### config.mk
export PLATFORM = sky130hd
export DESIGN_NAME = oaalu_core
export DESIGN_NICKNAME = d
export VERILOG_FILES = /design/src/hw/oaalu_pkg.sv /design/src/hw/oaalu_core.sv
export SDC_FILE = /design/constraint.sdc
export NUM_CORES = 2
export LEC_CHECK = 0
export BUFFER_PORTS_ARGS = -buffer_cell sky130_fd_sc_hd__buf_2
export CELL_PAD_IN_SITES_DETAIL_PLACEMENT = 1
export CELL_PAD_IN_SITES_GLOBAL_PLACEMENT = 2
export CORE_AREA = 3 3 486 488
export CTS_BUF_LIST = sky130_fd_sc_hd__clkbuf_4 sky130_fd_sc_hd__clkbuf_8
export DETAILED_ROUTE_END_ITERATION = 12
export DIE_AREA = 0 0 489 491
export PLACE_DENSITY_LB_ADDON = 0.1
export SLEW_MARGIN = 20
export SYNTH_ARGS = -nofsm -noshare
export SYNTH_HDL_FRONTEND = slang
export SYNTH_SLANG_ARGS = --single-unit
### constraint.sdc
create_clock -name clock -period 13.36 [get_ports clock]
set_input_delay 0.668 -clock clock [delete_from_list [all_inputs] [get_ports clock]]
set_output_delay 0.668 -clock clock [all_outputs]
set_load 0.05 [all_outputs]
### src/hw/oaalu_pkg.sv
// Constants, state and command codes for the operand addressing and arithmetic datapath.
// Assumes a single core clock; shared by the datapath module and its bench.
package oaalu_pkg;

  // ----------------------------------------------------------------------------
  // Internal RAM layout
  // ----------------------------------------------------------------------------
  localparam int unsigned RAM_DEPTH     = 256;
  localparam logic [7:0]  BIT_BYTE_BASE = 8'h20;
  localparam logic [7:0]  SFR_BASE      = 8'h80;

  // ----------------------------------------------------------------------------
  // Special function addresses reached by direct mode
  // ----------------------------------------------------------------------------
  localparam logic [7:0] SFR_STACK = 8'h81;
  localparam logic [7:0] SFR_DPL   = 8'h82;
  localparam logic [7:0] SFR_DPH   = 8'h83;
  localparam logic [7:0] SFR_PSW   = 8'hd0;
  localparam logic [7:0] SFR_ACC   = 8'he0;
  localparam logic [7:0] SFR_B     = 8'hf0;

  // ----------------------------------------------------------------------------
  // Status word bits, reset values and decimal adjust constants
  // ----------------------------------------------------------------------------
  localparam int unsigned PSW_CY  = 7;
  localparam int unsigned PSW_AC  = 6;
  localparam int unsigned PSW_RS1 = 4;
  localparam int unsigned PSW_RS0 = 3;
  localparam int unsigned PSW_OV  = 2;
  localparam int unsigned PSW_P   = 0;
  localparam logic [7:0]  STACK_RESET = 8'h07;
  localparam logic [3:0]  BCD_MAX     = 4'h9;
  localparam logic [8:0]  BCD_ADJ_LO  = 9'h006;
  localparam logic [8:0]  BCD_ADJ_HI  = 9'h060;

  // ----------------------------------------------------------------------------
  // Commands, addressing modes, pointer choices and sequencer states
  // ----------------------------------------------------------------------------
  typedef enum logic [3:0] {
    OP_ADD = 4'b0000, OP_ADD_WITH_CARRY_OP = 4'b0001, OP_SUB_WITH_BORROW_OP = 4'b0010, OP_INC = 4'b0011,
    OP_DEC = 4'b0100, OP_INC_EXT_DATA_POINTER = 4'b0101, OP_MUL = 4'b0110, OP_DIV = 4'b0111,
    OP_DA = 4'b1000, OP_MOV_A = 4'b1001, OP_MOV_TO = 4'b1010, OP_BIT_RD = 4'b1011
  } oaalu_op_e;

  typedef enum logic [2:0] {
    MD_DIR = 3'b000, MD_IND = 3'b001, MD_REG = 3'b010, MD_ACC = 3'b011,
    MD_IMM = 3'b100, MD_IDX_EXT_DATA_POINTER = 3'b101, MD_IDX_PC = 3'b110
  } oaalu_mode_e;

  typedef enum logic [1:0] {
    PT_R0 = 2'b00, PT_R1 = 2'b01, PT_STACK = 2'b10, PT_EXT_DATA_POINTER = 2'b11
  } oaalu_ptr_e;

  typedef enum logic [0:0] {
    ST_IDLE = 1'b0, ST_WAIT = 1'b1
  } oaalu_state_e;

endpackage

### src/hw/oaalu_core.sv
// Operand addressing and arithmetic datapath: internal RAM, register banks, operand
// resolution and the arithmetic group. Assumes one command at a time from the
// sequencer, and an external memory that answers each read with mem_ack.
//
// Behaviour
// - RAM bytes 0 to 31 hold four eight-register banks; one bank active.
// - Bytes 32 to 47 also read as 128 bits, bit 00h lowest.
// - Bank-select bits pick bank base 00h, 08h, 10h or 18h.
// - Direct mode uses an 8-bit address; 80h upward reaches special registers.
// - Indirect mode takes the operand address from a register, internal or external.
// - Eight-bit pointers are bank register zero, register one, or stack pointer.
// - Sixteen-bit indirect addresses come only from the data pointer.
// - Register mode decodes a 3-bit selector to one of eight registers.
// - Register bank is taken from the status word at execution time.
// - Register-specific commands imply accumulator or data pointer, no address byte.
// - Immediate mode takes the constant byte following the opcode.
// - Indexed mode reads program memory only; writes are refused.
// - Indexed address is accumulator plus data pointer or program counter.
// - Add, add with carry, subtract with borrow on all four operand modes.
// - Increment and decrement act on accumulator or any internal byte in place.
// - Data pointer increments as one 16-bit value.
// - Multiply puts product high byte in B, low byte in accumulator.
// - Divide leaves quotient in accumulator and remainder in B.
// - Decimal adjust corrects the accumulator after a packed BCD add.
`timescale 1ns/1ps

module oaalu_core (
  // Clock and reset
  input  wire logic        clock,
  input  wire logic        rst_b,
  // Command from the sequencer
  input  wire logic        op_valid,
  input  wire logic [3:0]  op_code,
  input  wire logic [2:0]  op_mode,
  input  wire logic [1:0]  ptr_sel,
  input  wire logic [2:0]  reg_sel,
  input  wire logic [7:0]  dir_addr,
  input  wire logic [7:0]  imm_data,
  input  wire logic [15:0] prog_counter,
  // Program and external data memory
  input  wire logic        mem_ack,
  input  wire logic [7:0]  mem_rdata,
  output logic             ext_rd_q,
  output logic             ext_wr_q,
  output logic [15:0]      ext_addr_q,
  output logic [7:0]       ext_wdata_q,
  output logic             code_rd_q,
  output logic [15:0]      code_addr_q,
  // Architectural state and status
  output logic [7:0]       acc_q,
  output logic [7:0]       b_q,
  output logic [7:0]       cpu_status_word_q,
  output logic [7:0]       stack_ptr_q,
  output logic [15:0]      ext_data_pointer_q,
  output logic             bit_q,
  output logic             busy_q,
  output logic             op_done_q,
  output logic             op_error_q
);

  // ----------------------------------------------------------------------------
  // State
  // ----------------------------------------------------------------------------
  logic [7:0]             ram [oaalu_pkg::RAM_DEPTH];
  oaalu_pkg::oaalu_state_e state_q, state_d;
  logic [3:0]             pend_q, pend_d;
  logic [7:0]             acc_d, b_d, psw_d, sp_d;
  logic [15:0]            ext_data_pointer_d, ext_addr_d, code_addr_d;
  logic [7:0]             ext_wdata_d;
  logic                   ext_rd_d, ext_wr_d, code_rd_d, bit_d, busy_d, done_d, err_d;
  logic                   ram_we;
  logic [7:0]             ram_wa, ram_wd;

  // ----------------------------------------------------------------------------
  // Operand resolution
  // ----------------------------------------------------------------------------
  logic [7:0]  bank_base, reg_addr, ptr_val, loc_addr, sfr_rd, opnd, bit_byte;
  logic        loc_is_sfr;

  always_comb begin
    bank_base = {3'h0, cpu_status_word_q[oaalu_pkg::PSW_RS1], cpu_status_word_q[oaalu_pkg::PSW_RS0],
                 3'h0};
    reg_addr  = bank_base | {5'h00, reg_sel};
    case (ptr_sel)
      oaalu_pkg::PT_R0: ptr_val = ram[bank_base];
      oaalu_pkg::PT_R1: ptr_val = ram[bank_base | 8'h01];
      default:          ptr_val = stack_ptr_q;
    endcase
    case (op_mode)
      oaalu_pkg::MD_DIR: loc_addr = dir_addr;
      oaalu_pkg::MD_IND: loc_addr = ptr_val;
      default:           loc_addr = reg_addr;
    endcase
    loc_is_sfr = (op_mode == oaalu_pkg::MD_DIR) && (dir_addr >= oaalu_pkg::SFR_BASE);
    case (dir_addr)
      oaalu_pkg::SFR_STACK: sfr_rd = stack_ptr_q;
      oaalu_pkg::SFR_DPL:   sfr_rd = ext_data_pointer_q[7:0];
      oaalu_pkg::SFR_DPH:   sfr_rd = ext_data_pointer_q[15:8];
      oaalu_pkg::SFR_PSW:   sfr_rd = cpu_status_word_q;
      oaalu_pkg::SFR_ACC:   sfr_rd = acc_q;
      oaalu_pkg::SFR_B:     sfr_rd = b_q;
      default:              sfr_rd = 8'h00;
    endcase
    if (op_mode == oaalu_pkg::MD_IMM) begin
      opnd = imm_data;
    end else if (op_mode == oaalu_pkg::MD_ACC) begin
      opnd = acc_q;
    end else if (loc_is_sfr) begin
      opnd = sfr_rd;
    end else begin
      opnd = ram[loc_addr];
    end
    bit_byte = oaalu_pkg::BIT_BYTE_BASE | {4'h0, dir_addr[6:3]};
  end

  // ----------------------------------------------------------------------------
  // Execution
  // ----------------------------------------------------------------------------
  logic        exec, wr_loc, cy, ac;
  logic [3:0]  cur_op;
  logic [7:0]  opv, wr_val;
  logic [8:0]  sum9, da9;
  logic [4:0]  nib5;
  logic [15:0] prod;

  always_comb begin
    state_d = state_q;  pend_d = pend_q;
    acc_d = acc_q;  b_d = b_q;  psw_d = cpu_status_word_q;  sp_d = stack_ptr_q;
    ext_data_pointer_d = ext_data_pointer_q;  ext_addr_d = ext_addr_q;  ext_wdata_d = ext_wdata_q;
    code_addr_d = code_addr_q;  bit_d = bit_q;
    ext_rd_d = 1'b0;  ext_wr_d = 1'b0;  code_rd_d = 1'b0;  done_d = 1'b0;  err_d = 1'b0;
    ram_we = 1'b0;  ram_wa = loc_addr;  ram_wd = 8'h00;
    exec = 1'b0;  wr_loc = 1'b0;  wr_val = 8'h00;  cur_op = op_code;  opv = opnd;
    cy = cpu_status_word_q[oaalu_pkg::PSW_CY];  ac = cpu_status_word_q[oaalu_pkg::PSW_AC];
    sum9 = 9'h000;  da9 = 9'h000;  nib5 = 5'h00;  prod = 16'h0000;
    case (state_q)
      oaalu_pkg::ST_IDLE: begin
        if (op_valid) begin
          pend_d = op_code;
          if (op_mode == oaalu_pkg::MD_IDX_EXT_DATA_POINTER || op_mode == oaalu_pkg::MD_IDX_PC) begin
            if (op_code == oaalu_pkg::OP_MOV_A) begin
              code_addr_d = ((op_mode == oaalu_pkg::MD_IDX_PC) ? prog_counter : ext_data_pointer_q)
                            + {8'h00, acc_q};
              code_rd_d   = 1'b1;
              state_d     = oaalu_pkg::ST_WAIT;
            end else begin
              err_d = 1'b1;
            end
          end else if (op_mode == oaalu_pkg::MD_IND && ptr_sel == oaalu_pkg::PT_EXT_DATA_POINTER) begin
            ext_addr_d = ext_data_pointer_q;
            if (op_code == oaalu_pkg::OP_MOV_A) begin
              ext_rd_d = 1'b1;
              state_d  = oaalu_pkg::ST_WAIT;
            end else if (op_code == oaalu_pkg::OP_MOV_TO) begin
              ext_wr_d    = 1'b1;
              ext_wdata_d = acc_q;
              done_d      = 1'b1;
            end else begin
              err_d = 1'b1;
            end
          end else begin
            exec = 1'b1;
          end
        end
      end
      oaalu_pkg::ST_WAIT: begin
        if (mem_ack) begin
          exec    = 1'b1;
          cur_op  = pend_q;
          opv     = mem_rdata;
          state_d = oaalu_pkg::ST_IDLE;
        end
      end
      default: state_d = oaalu_pkg::ST_IDLE;
    endcase

    if (exec) begin
      done_d = 1'b1;
      case (cur_op)
        oaalu_pkg::OP_ADD, oaalu_pkg::OP_ADD_WITH_CARRY_OP: begin
          if (cur_op == oaalu_pkg::OP_ADD) begin
            cy = 1'b0;
          end
          sum9  = {1'b0, acc_q} + {1'b0, opv} + {8'h00, cy};
          nib5  = {1'b0, acc_q[3:0]} + {1'b0, opv[3:0]} + {4'h0, cy};
          acc_d = sum9[7:0];
          psw_d[oaalu_pkg::PSW_CY] = sum9[8];
          psw_d[oaalu_pkg::PSW_AC] = nib5[4];
          psw_d[oaalu_pkg::PSW_OV] = (acc_q[7] == opv[7]) && (sum9[7] != acc_q[7]);
        end
        oaalu_pkg::OP_SUB_WITH_BORROW_OP: begin
          sum9  = {1'b0, acc_q} - {1'b0, opv} - {8'h00, cy};
          nib5  = {1'b0, acc_q[3:0]} - {1'b0, opv[3:0]} - {4'h0, cy};
          acc_d = sum9[7:0];
          psw_d[oaalu_pkg::PSW_CY] = sum9[8];
          psw_d[oaalu_pkg::PSW_AC] = nib5[4];
          psw_d[oaalu_pkg::PSW_OV] = (acc_q[7] != opv[7]) && (sum9[7] != acc_q[7]);
        end
        oaalu_pkg::OP_INC, oaalu_pkg::OP_DEC: begin
          if (op_mode == oaalu_pkg::MD_IMM) begin
            err_d = 1'b1;
          end else begin
            wr_loc = 1'b1;
            wr_val = (cur_op == oaalu_pkg::OP_INC) ? opv + 8'h01 : opv - 8'h01;
          end
        end
        oaalu_pkg::OP_INC_EXT_DATA_POINTER: ext_data_pointer_d = ext_data_pointer_q + 16'h0001;
        oaalu_pkg::OP_MUL: begin
          prod  = {8'h00, acc_q} * {8'h00, b_q};
          b_d   = prod[15:8];
          acc_d = prod[7:0];
          psw_d[oaalu_pkg::PSW_CY] = 1'b0;
          psw_d[oaalu_pkg::PSW_OV] = (prod[15:8] != 8'h00);
        end
        oaalu_pkg::OP_DIV: begin
          psw_d[oaalu_pkg::PSW_CY] = 1'b0;
          psw_d[oaalu_pkg::PSW_OV] = (b_q == 8'h00);
          // A zero divisor leaves both operands untouched; only the overflow flag reports it.
          if (b_q != 8'h00) begin
            acc_d = acc_q / b_q;
            b_d   = acc_q % b_q;
          end
        end
        oaalu_pkg::OP_DA: begin
          da9 = {1'b0, acc_q};
          if (acc_q[3:0] > oaalu_pkg::BCD_MAX || ac) begin
            da9 = da9 + oaalu_pkg::BCD_ADJ_LO;
          end
          if (da9[7:4] > oaalu_pkg::BCD_MAX || cy || da9[8]) begin
            da9 = da9 + oaalu_pkg::BCD_ADJ_HI;
          end
          acc_d = da9[7:0];
          psw_d[oaalu_pkg::PSW_CY] = cy | da9[8];
        end
        oaalu_pkg::OP_MOV_A: acc_d = opv;
        oaalu_pkg::OP_MOV_TO: begin
          if (op_mode == oaalu_pkg::MD_IMM) begin
            err_d = 1'b1;
          end else begin
            wr_loc = 1'b1;
            wr_val = acc_q;
          end
        end
        oaalu_pkg::OP_BIT_RD: bit_d = dir_addr[7] ? 1'b0 : ram[bit_byte][dir_addr[2:0]];
        default: err_d = 1'b1;
      endcase
    end

    // In-place writes never pass through the accumulator unless it is the target.
    if (wr_loc) begin
      if (op_mode == oaalu_pkg::MD_ACC) begin
        acc_d = wr_val;
      end else if (loc_is_sfr) begin
        case (dir_addr)
          oaalu_pkg::SFR_STACK: sp_d = wr_val;
          oaalu_pkg::SFR_DPL:   ext_data_pointer_d[7:0] = wr_val;
          oaalu_pkg::SFR_DPH:   ext_data_pointer_d[15:8] = wr_val;
          oaalu_pkg::SFR_PSW:   psw_d = wr_val;
          oaalu_pkg::SFR_ACC:   acc_d = wr_val;
          oaalu_pkg::SFR_B:     b_d = wr_val;
          default:              ;
        endcase
      end else begin
        ram_we = 1'b1;
        ram_wd = wr_val;
      end
    end
    psw_d[oaalu_pkg::PSW_P] = ^acc_d;
    busy_d = (state_d == oaalu_pkg::ST_WAIT);
  end

  // ----------------------------------------------------------------------------
  // Registers
  // ----------------------------------------------------------------------------
  // The RAM carries no reset: clearing 256 bytes would cost a wide reset tree.
  always_ff @(posedge clock) begin
    if (ram_we) begin
      ram[ram_wa] <= ram_wd;
    end
  end

  always_ff @(posedge clock or negedge rst_b) begin
    if (!rst_b) begin
      state_q <= oaalu_pkg::ST_IDLE;  pend_q <= 4'h0;
      acc_q <= 8'h00;  b_q <= 8'h00;  cpu_status_word_q <= 8'h00;
      stack_ptr_q <= oaalu_pkg::STACK_RESET;  ext_data_pointer_q <= 16'h0000;
      ext_addr_q <= 16'h0000;  ext_wdata_q <= 8'h00;  code_addr_q <= 16'h0000;
      ext_rd_q <= 1'b0;  ext_wr_q <= 1'b0;  code_rd_q <= 1'b0;  bit_q <= 1'b0;
      busy_q <= 1'b0;  op_done_q <= 1'b0;  op_error_q <= 1'b0;
    end else begin
      state_q <= state_d;  pend_q <= pend_d;
      acc_q <= acc_d;  b_q <= b_d;  cpu_status_word_q <= psw_d;
      stack_ptr_q <= sp_d;  ext_data_pointer_q <= ext_data_pointer_d;
      ext_addr_q <= ext_addr_d;  ext_wdata_q <= ext_wdata_d;  code_addr_q <= code_addr_d;
      ext_rd_q <= ext_rd_d;  ext_wr_q <= ext_wr_d;  code_rd_q <= code_rd_d;  bit_q <= bit_d;
      busy_q <= busy_d;  op_done_q <= done_d;  op_error_q <= err_d;
    end
  end

  logic issue;
  assign issue = op_valid && (state_q == oaalu_pkg::ST_IDLE);
endmodule  // oaalu_core

==> impl_results.md <==
* Data arrival time of the critical path at between 10 and 15 ns
* Core region area at 0.232 sq mm
* Share of cell area taken by muxes after synthesis at 6.79%
* Maximum number of buffers from clock root to sink at 4
* Class of the most critical hold timing path: in2reg
* Main combinational cell family by area after synthesis: simple AND/OR/NAND/NOR gates
* Worst Setup End Kind: flip-flop
* Number of standard-cell rows in the floorplan at 177
* Cell variety after synth at approximately 100
* Net Count, Synth at 7727
* Pin count of the biggest net entering global routing at approximately 180
* Area of the multi-input gates at 0.0308 sq mm
* Post-layout net count at 8056
* Initial antenna violation count at 25
* Fraction of layout cells with a size suffix above 1 at 15.7%
* Flop2flop setup slack at ~0.76 ns
* Worst-case vdd ir drop at about 1600 uV
* Worst-Margin Slew at 1.29 ns
* Required time at the endpoint of the critical path at between 10 and 15 ns
* Clock-pin slew on the worst setup and hold paths at about 0.06 ns
* Worst-case headroom to the max-slew limit at 13.5%
* Leading cell types in the layout, fill and taps excluded: edfxtp_1, nand2_1, nor2_1
* Overall die area at 0.240 sq mm
* Average routed wire per standard cell at between 30 and 40 microns
* Total Power at ~27000 uW
* Clock period minus worst slack at approximately 13 ns
* Residual overflow from global routing at 0
* Count of flip-flops with a built-in enable after synthesis at 2048
* Top sig layer: met5
* Endpoint of the worst register-to-register path: cpu_status_word_q[0]
* Type of the setup path with the least slack: reg2reg
* Most frequent standard cell in the layout excluding fill and tap cells: edfxtp_1
* Maximum fanout count along the critical path at 8
* Sequential cell area at 0.0640 sq mm
* Worst setup path startpoint: b_q[6]
* Leakage at 0.0411 uW
* Startpoint types: flip-flop
* Clock latency of the later-clocked register in the worst-skew pair at 1.14 ns
* Level count of the clock H-tree at 5
* Number of buffers inserted during clock tree synthesis at 390
* Run status: finished, final reports clean
* Met1 Routed Length at 159000 microns
* Setup crit end: cpu_status_word_q[0]
* Area share of xor/xnor cells in the synthesized design at less than 1%
* Compound-Gate Fraction of Synth Area at roughly a tenth
* Number of iterations in the first detailed-routing pass at 6
* Number of setup violations in the final report at 0
* Layout overhead on the synthesized area at 13.1%
* First-pass GRT wire length at about 560000 microns
* Number of slew-limit violations in the final report at 0
* Pwr dens at 248 mW/mm^2
* Die height at 491 microns
* Register-to-Register Path Depth at 62
* Count of fill cells added during filler insertion at 23600
* Initial core utilization at 42.0%
* Detail-routed via count per cell at 6.31
* Number of remaining DRC errors at 0
* Sum of met3 wire segment lengths after detailed routing at 35800 microns
* Count of final hold-check violations at 0
* Final cycle utilization of the critical path at 94.3%
* Number of sinks driven by the clock tree at roughly 2100
* Total routing resource utilization after global routing at 32.9%
* Mean cell area of the mapped netlist at 13.0 sq um
* Crit Reg-Reg Startpoint: b_q[6]
* Total number of vias at just over 70000
* Detailed placement HPWL at 257000 microns
* Largest clock skew in the final design at 0.0904 ns
* Final ANT Viol Nets at 0
* I/O pin total at 151
* Post-Syn Instances at 7513
* Instance count along the most critical hold path at 6
* Total detailed-routing wirelength at 402000 microns
* Most frequent cell on the critical path: o21a_1
* Number of DRC markers after the initial detailed-route iteration at 8238
* I/O Buffers at 150
* Max-cap violations at 0
* Share of async-settable or async-resettable flops after synthesis at 4.61%
* Gpl congestion at 0.909
* Worst hold slack at 0.119 ns
* Number of synthesis warnings at 0
* Routed met2 length at between 150000 and 200000 microns
* Post-synthesis share of cell area spent on and, or, nand and nor gates at 10.9%
* CTS tree: done
* Total standard cell area after synthesis at 0.0975 sq mm
* Most used flip-flop cell after synthesis: edfxtp_1
* Buffer cell driving the clock tree root: clkbuf_8
* Die X-Extent at 489 microns
* Vias in the first global route at 71100
* Synth Area in Adders at 2.36%
* FMAX at 79.3 MHz
* Max stage delay cell, worst path: or4_4
* Flops & latches, synth at 2147
* Proportion of synthesized chip area in sequential cells at 65.6%
* Delay contributed by the slowest stage of the critical path at 0.56 ns
## area by class of cell
| cell class | count | share of cell area [%] |
|---|---|---|
| antenna | 14 | 0.0318 |
| clock buffer | 520 | 5.83 |
| clock inverter | 153 | 0.767 |
| inverter | 185 | 0.630 |
| multi-input combinational | 4670 | 28.0 |
| sequential | 2147 | 58.0 |
| tap | 3043 | 3.45 |
| timing repair buffer | 448 | 3.30 |
## logic make-up (layout without fill, tap and decap cells)
| group | count (synthesis) | after routing |
|---|---|---|
| and+or+nand+nor | 2506 | 2506 |
| DFF | 2147 | 2147 |
| AOI/OAI and AO/OA | 1355 | 1355 |
| buffers and inverters | 696 | 1306 |
| muxes | 568 | 568 |
| adders and majority gates | 158 | 158 |
| xor gates and xnor gates | 83 | 83 |
| other | 0 | 14 |
## Yosys cell counts (all sizes together), types with 25 or more instances
library cell	number	share of area [%]
a221oi	28	0.25
nor2	516	2.0
mux4	68	1.6
dfrtp	96	2.5
mux2	66	0.76
a32oi	65	0.58
a21oi	218	1.1
nand4	52	0.33
mux2i	434	4.5
nor3	52	0.27
o211ai	78	0.61
a311oi	74	0.66
buf	313	1.9
edfxtp	2048	63
o21ai	145	0.76
a211oi	190	1.5
o311ai	32	0.29
ha	115	1.5
nand2	1272	4.9
a21o	25	0.19
clkbuf	198	0.76
and3	56	0.36
nand3	455	2.3
a31oi	63	0.42
a22o	38	0.34
o22ai	28	0.18
a22oi	87	0.67
inv	185	0.71
fa	43	0.88
xnor2	56	0.50
a2111oi	52	0.47
xor2	25	0.22
## per-layer routing
metal,vias to the layer above,GRT usage (%)
met5,-,0.423
met4,20,16.1
met3,886,7.86
met2,3576,51.6
met1,36800,42.7
li1,29300,-
## worst min-delay path by stage
| stage | start | endpoint |
|---|---|---|
| finish | prog_counter[7] | code_addr_q[7] |
| global route | op_valid | op_error_q |
| CTS | op_valid | op_error_q |
| detailed placement | code_addr_q[0] | code_addr_q[0] |
| global placement | bit_q | bit_q |
| floorplan | rst_b | acc_q[0] |
## worst max-delay path: cells and delay by family, from the launching register on
kind	cells	cell delay, ns
compound gates	35	6.06
mux	3	1.07
buf+inv	5	0.67
simple gates	9	1.47
fa+ha+maj	7	1.88
flops	1	0.38
xor+xnor	3	0.95
## metrics by stage
| stage | cell area, sq um | cells | setup slack (ns) | setup TNS [ns] | utilization [%] |
|---|---|---|---|---|---|
| final | 110000 | 11200 | 0.756 | 0 | 47.5 |
| after CTS | 110000 | 11200 | 0.0330 | 0 | 47.3 |
| after floorplan | 97500 | 7513 | 0.0959 | 0 | - |
| after global routing | 110000 | 11200 | -0.123 | -0.123 | 47.4 |
| after global placement | 102000 | 10500 | 0.0997 | 0 | 44.0 |
| after detailed placement | 102000 | 10500 | -0.185 | -0.185 | 44.1 |
## report_power, final
part | leakage, uW | internal (uW) | switching, uW
registers | 0.0239 | 7320 | 48.9
logic | 0.0133 | 6200 | 7700
clock network | 0.00386 | 3240 | 2820
## repair_timing
action,in CTS,in global routing
pin swaps,1,13
resized for setup,2,36
hold buffers,28,0
endpoints found under the hold margin,75,0
setup buffers,1,7
cloned,0,0
endpoints found under the setup margin,1,10
## registers in the layout, summed over array words and instances, names as in the netlist
signal / flops
code_rd_q: 1
ext_wr_q: 1
bit_q: 1
op_error_q: 1
op_done_q: 1
acc_q: 8
pend_q: 4
b_q: 8
ext_wdata_q: 8
ram: 2048
ext_rd_q: 1
stack_ptr_q: 8
ext_data_pointer_q: 16
cpu_status_word_q: 8
code_addr_q: 16
state_q: 1
ext_addr_q: 16
Note: power is estimated with default switching activity, not from simulation.
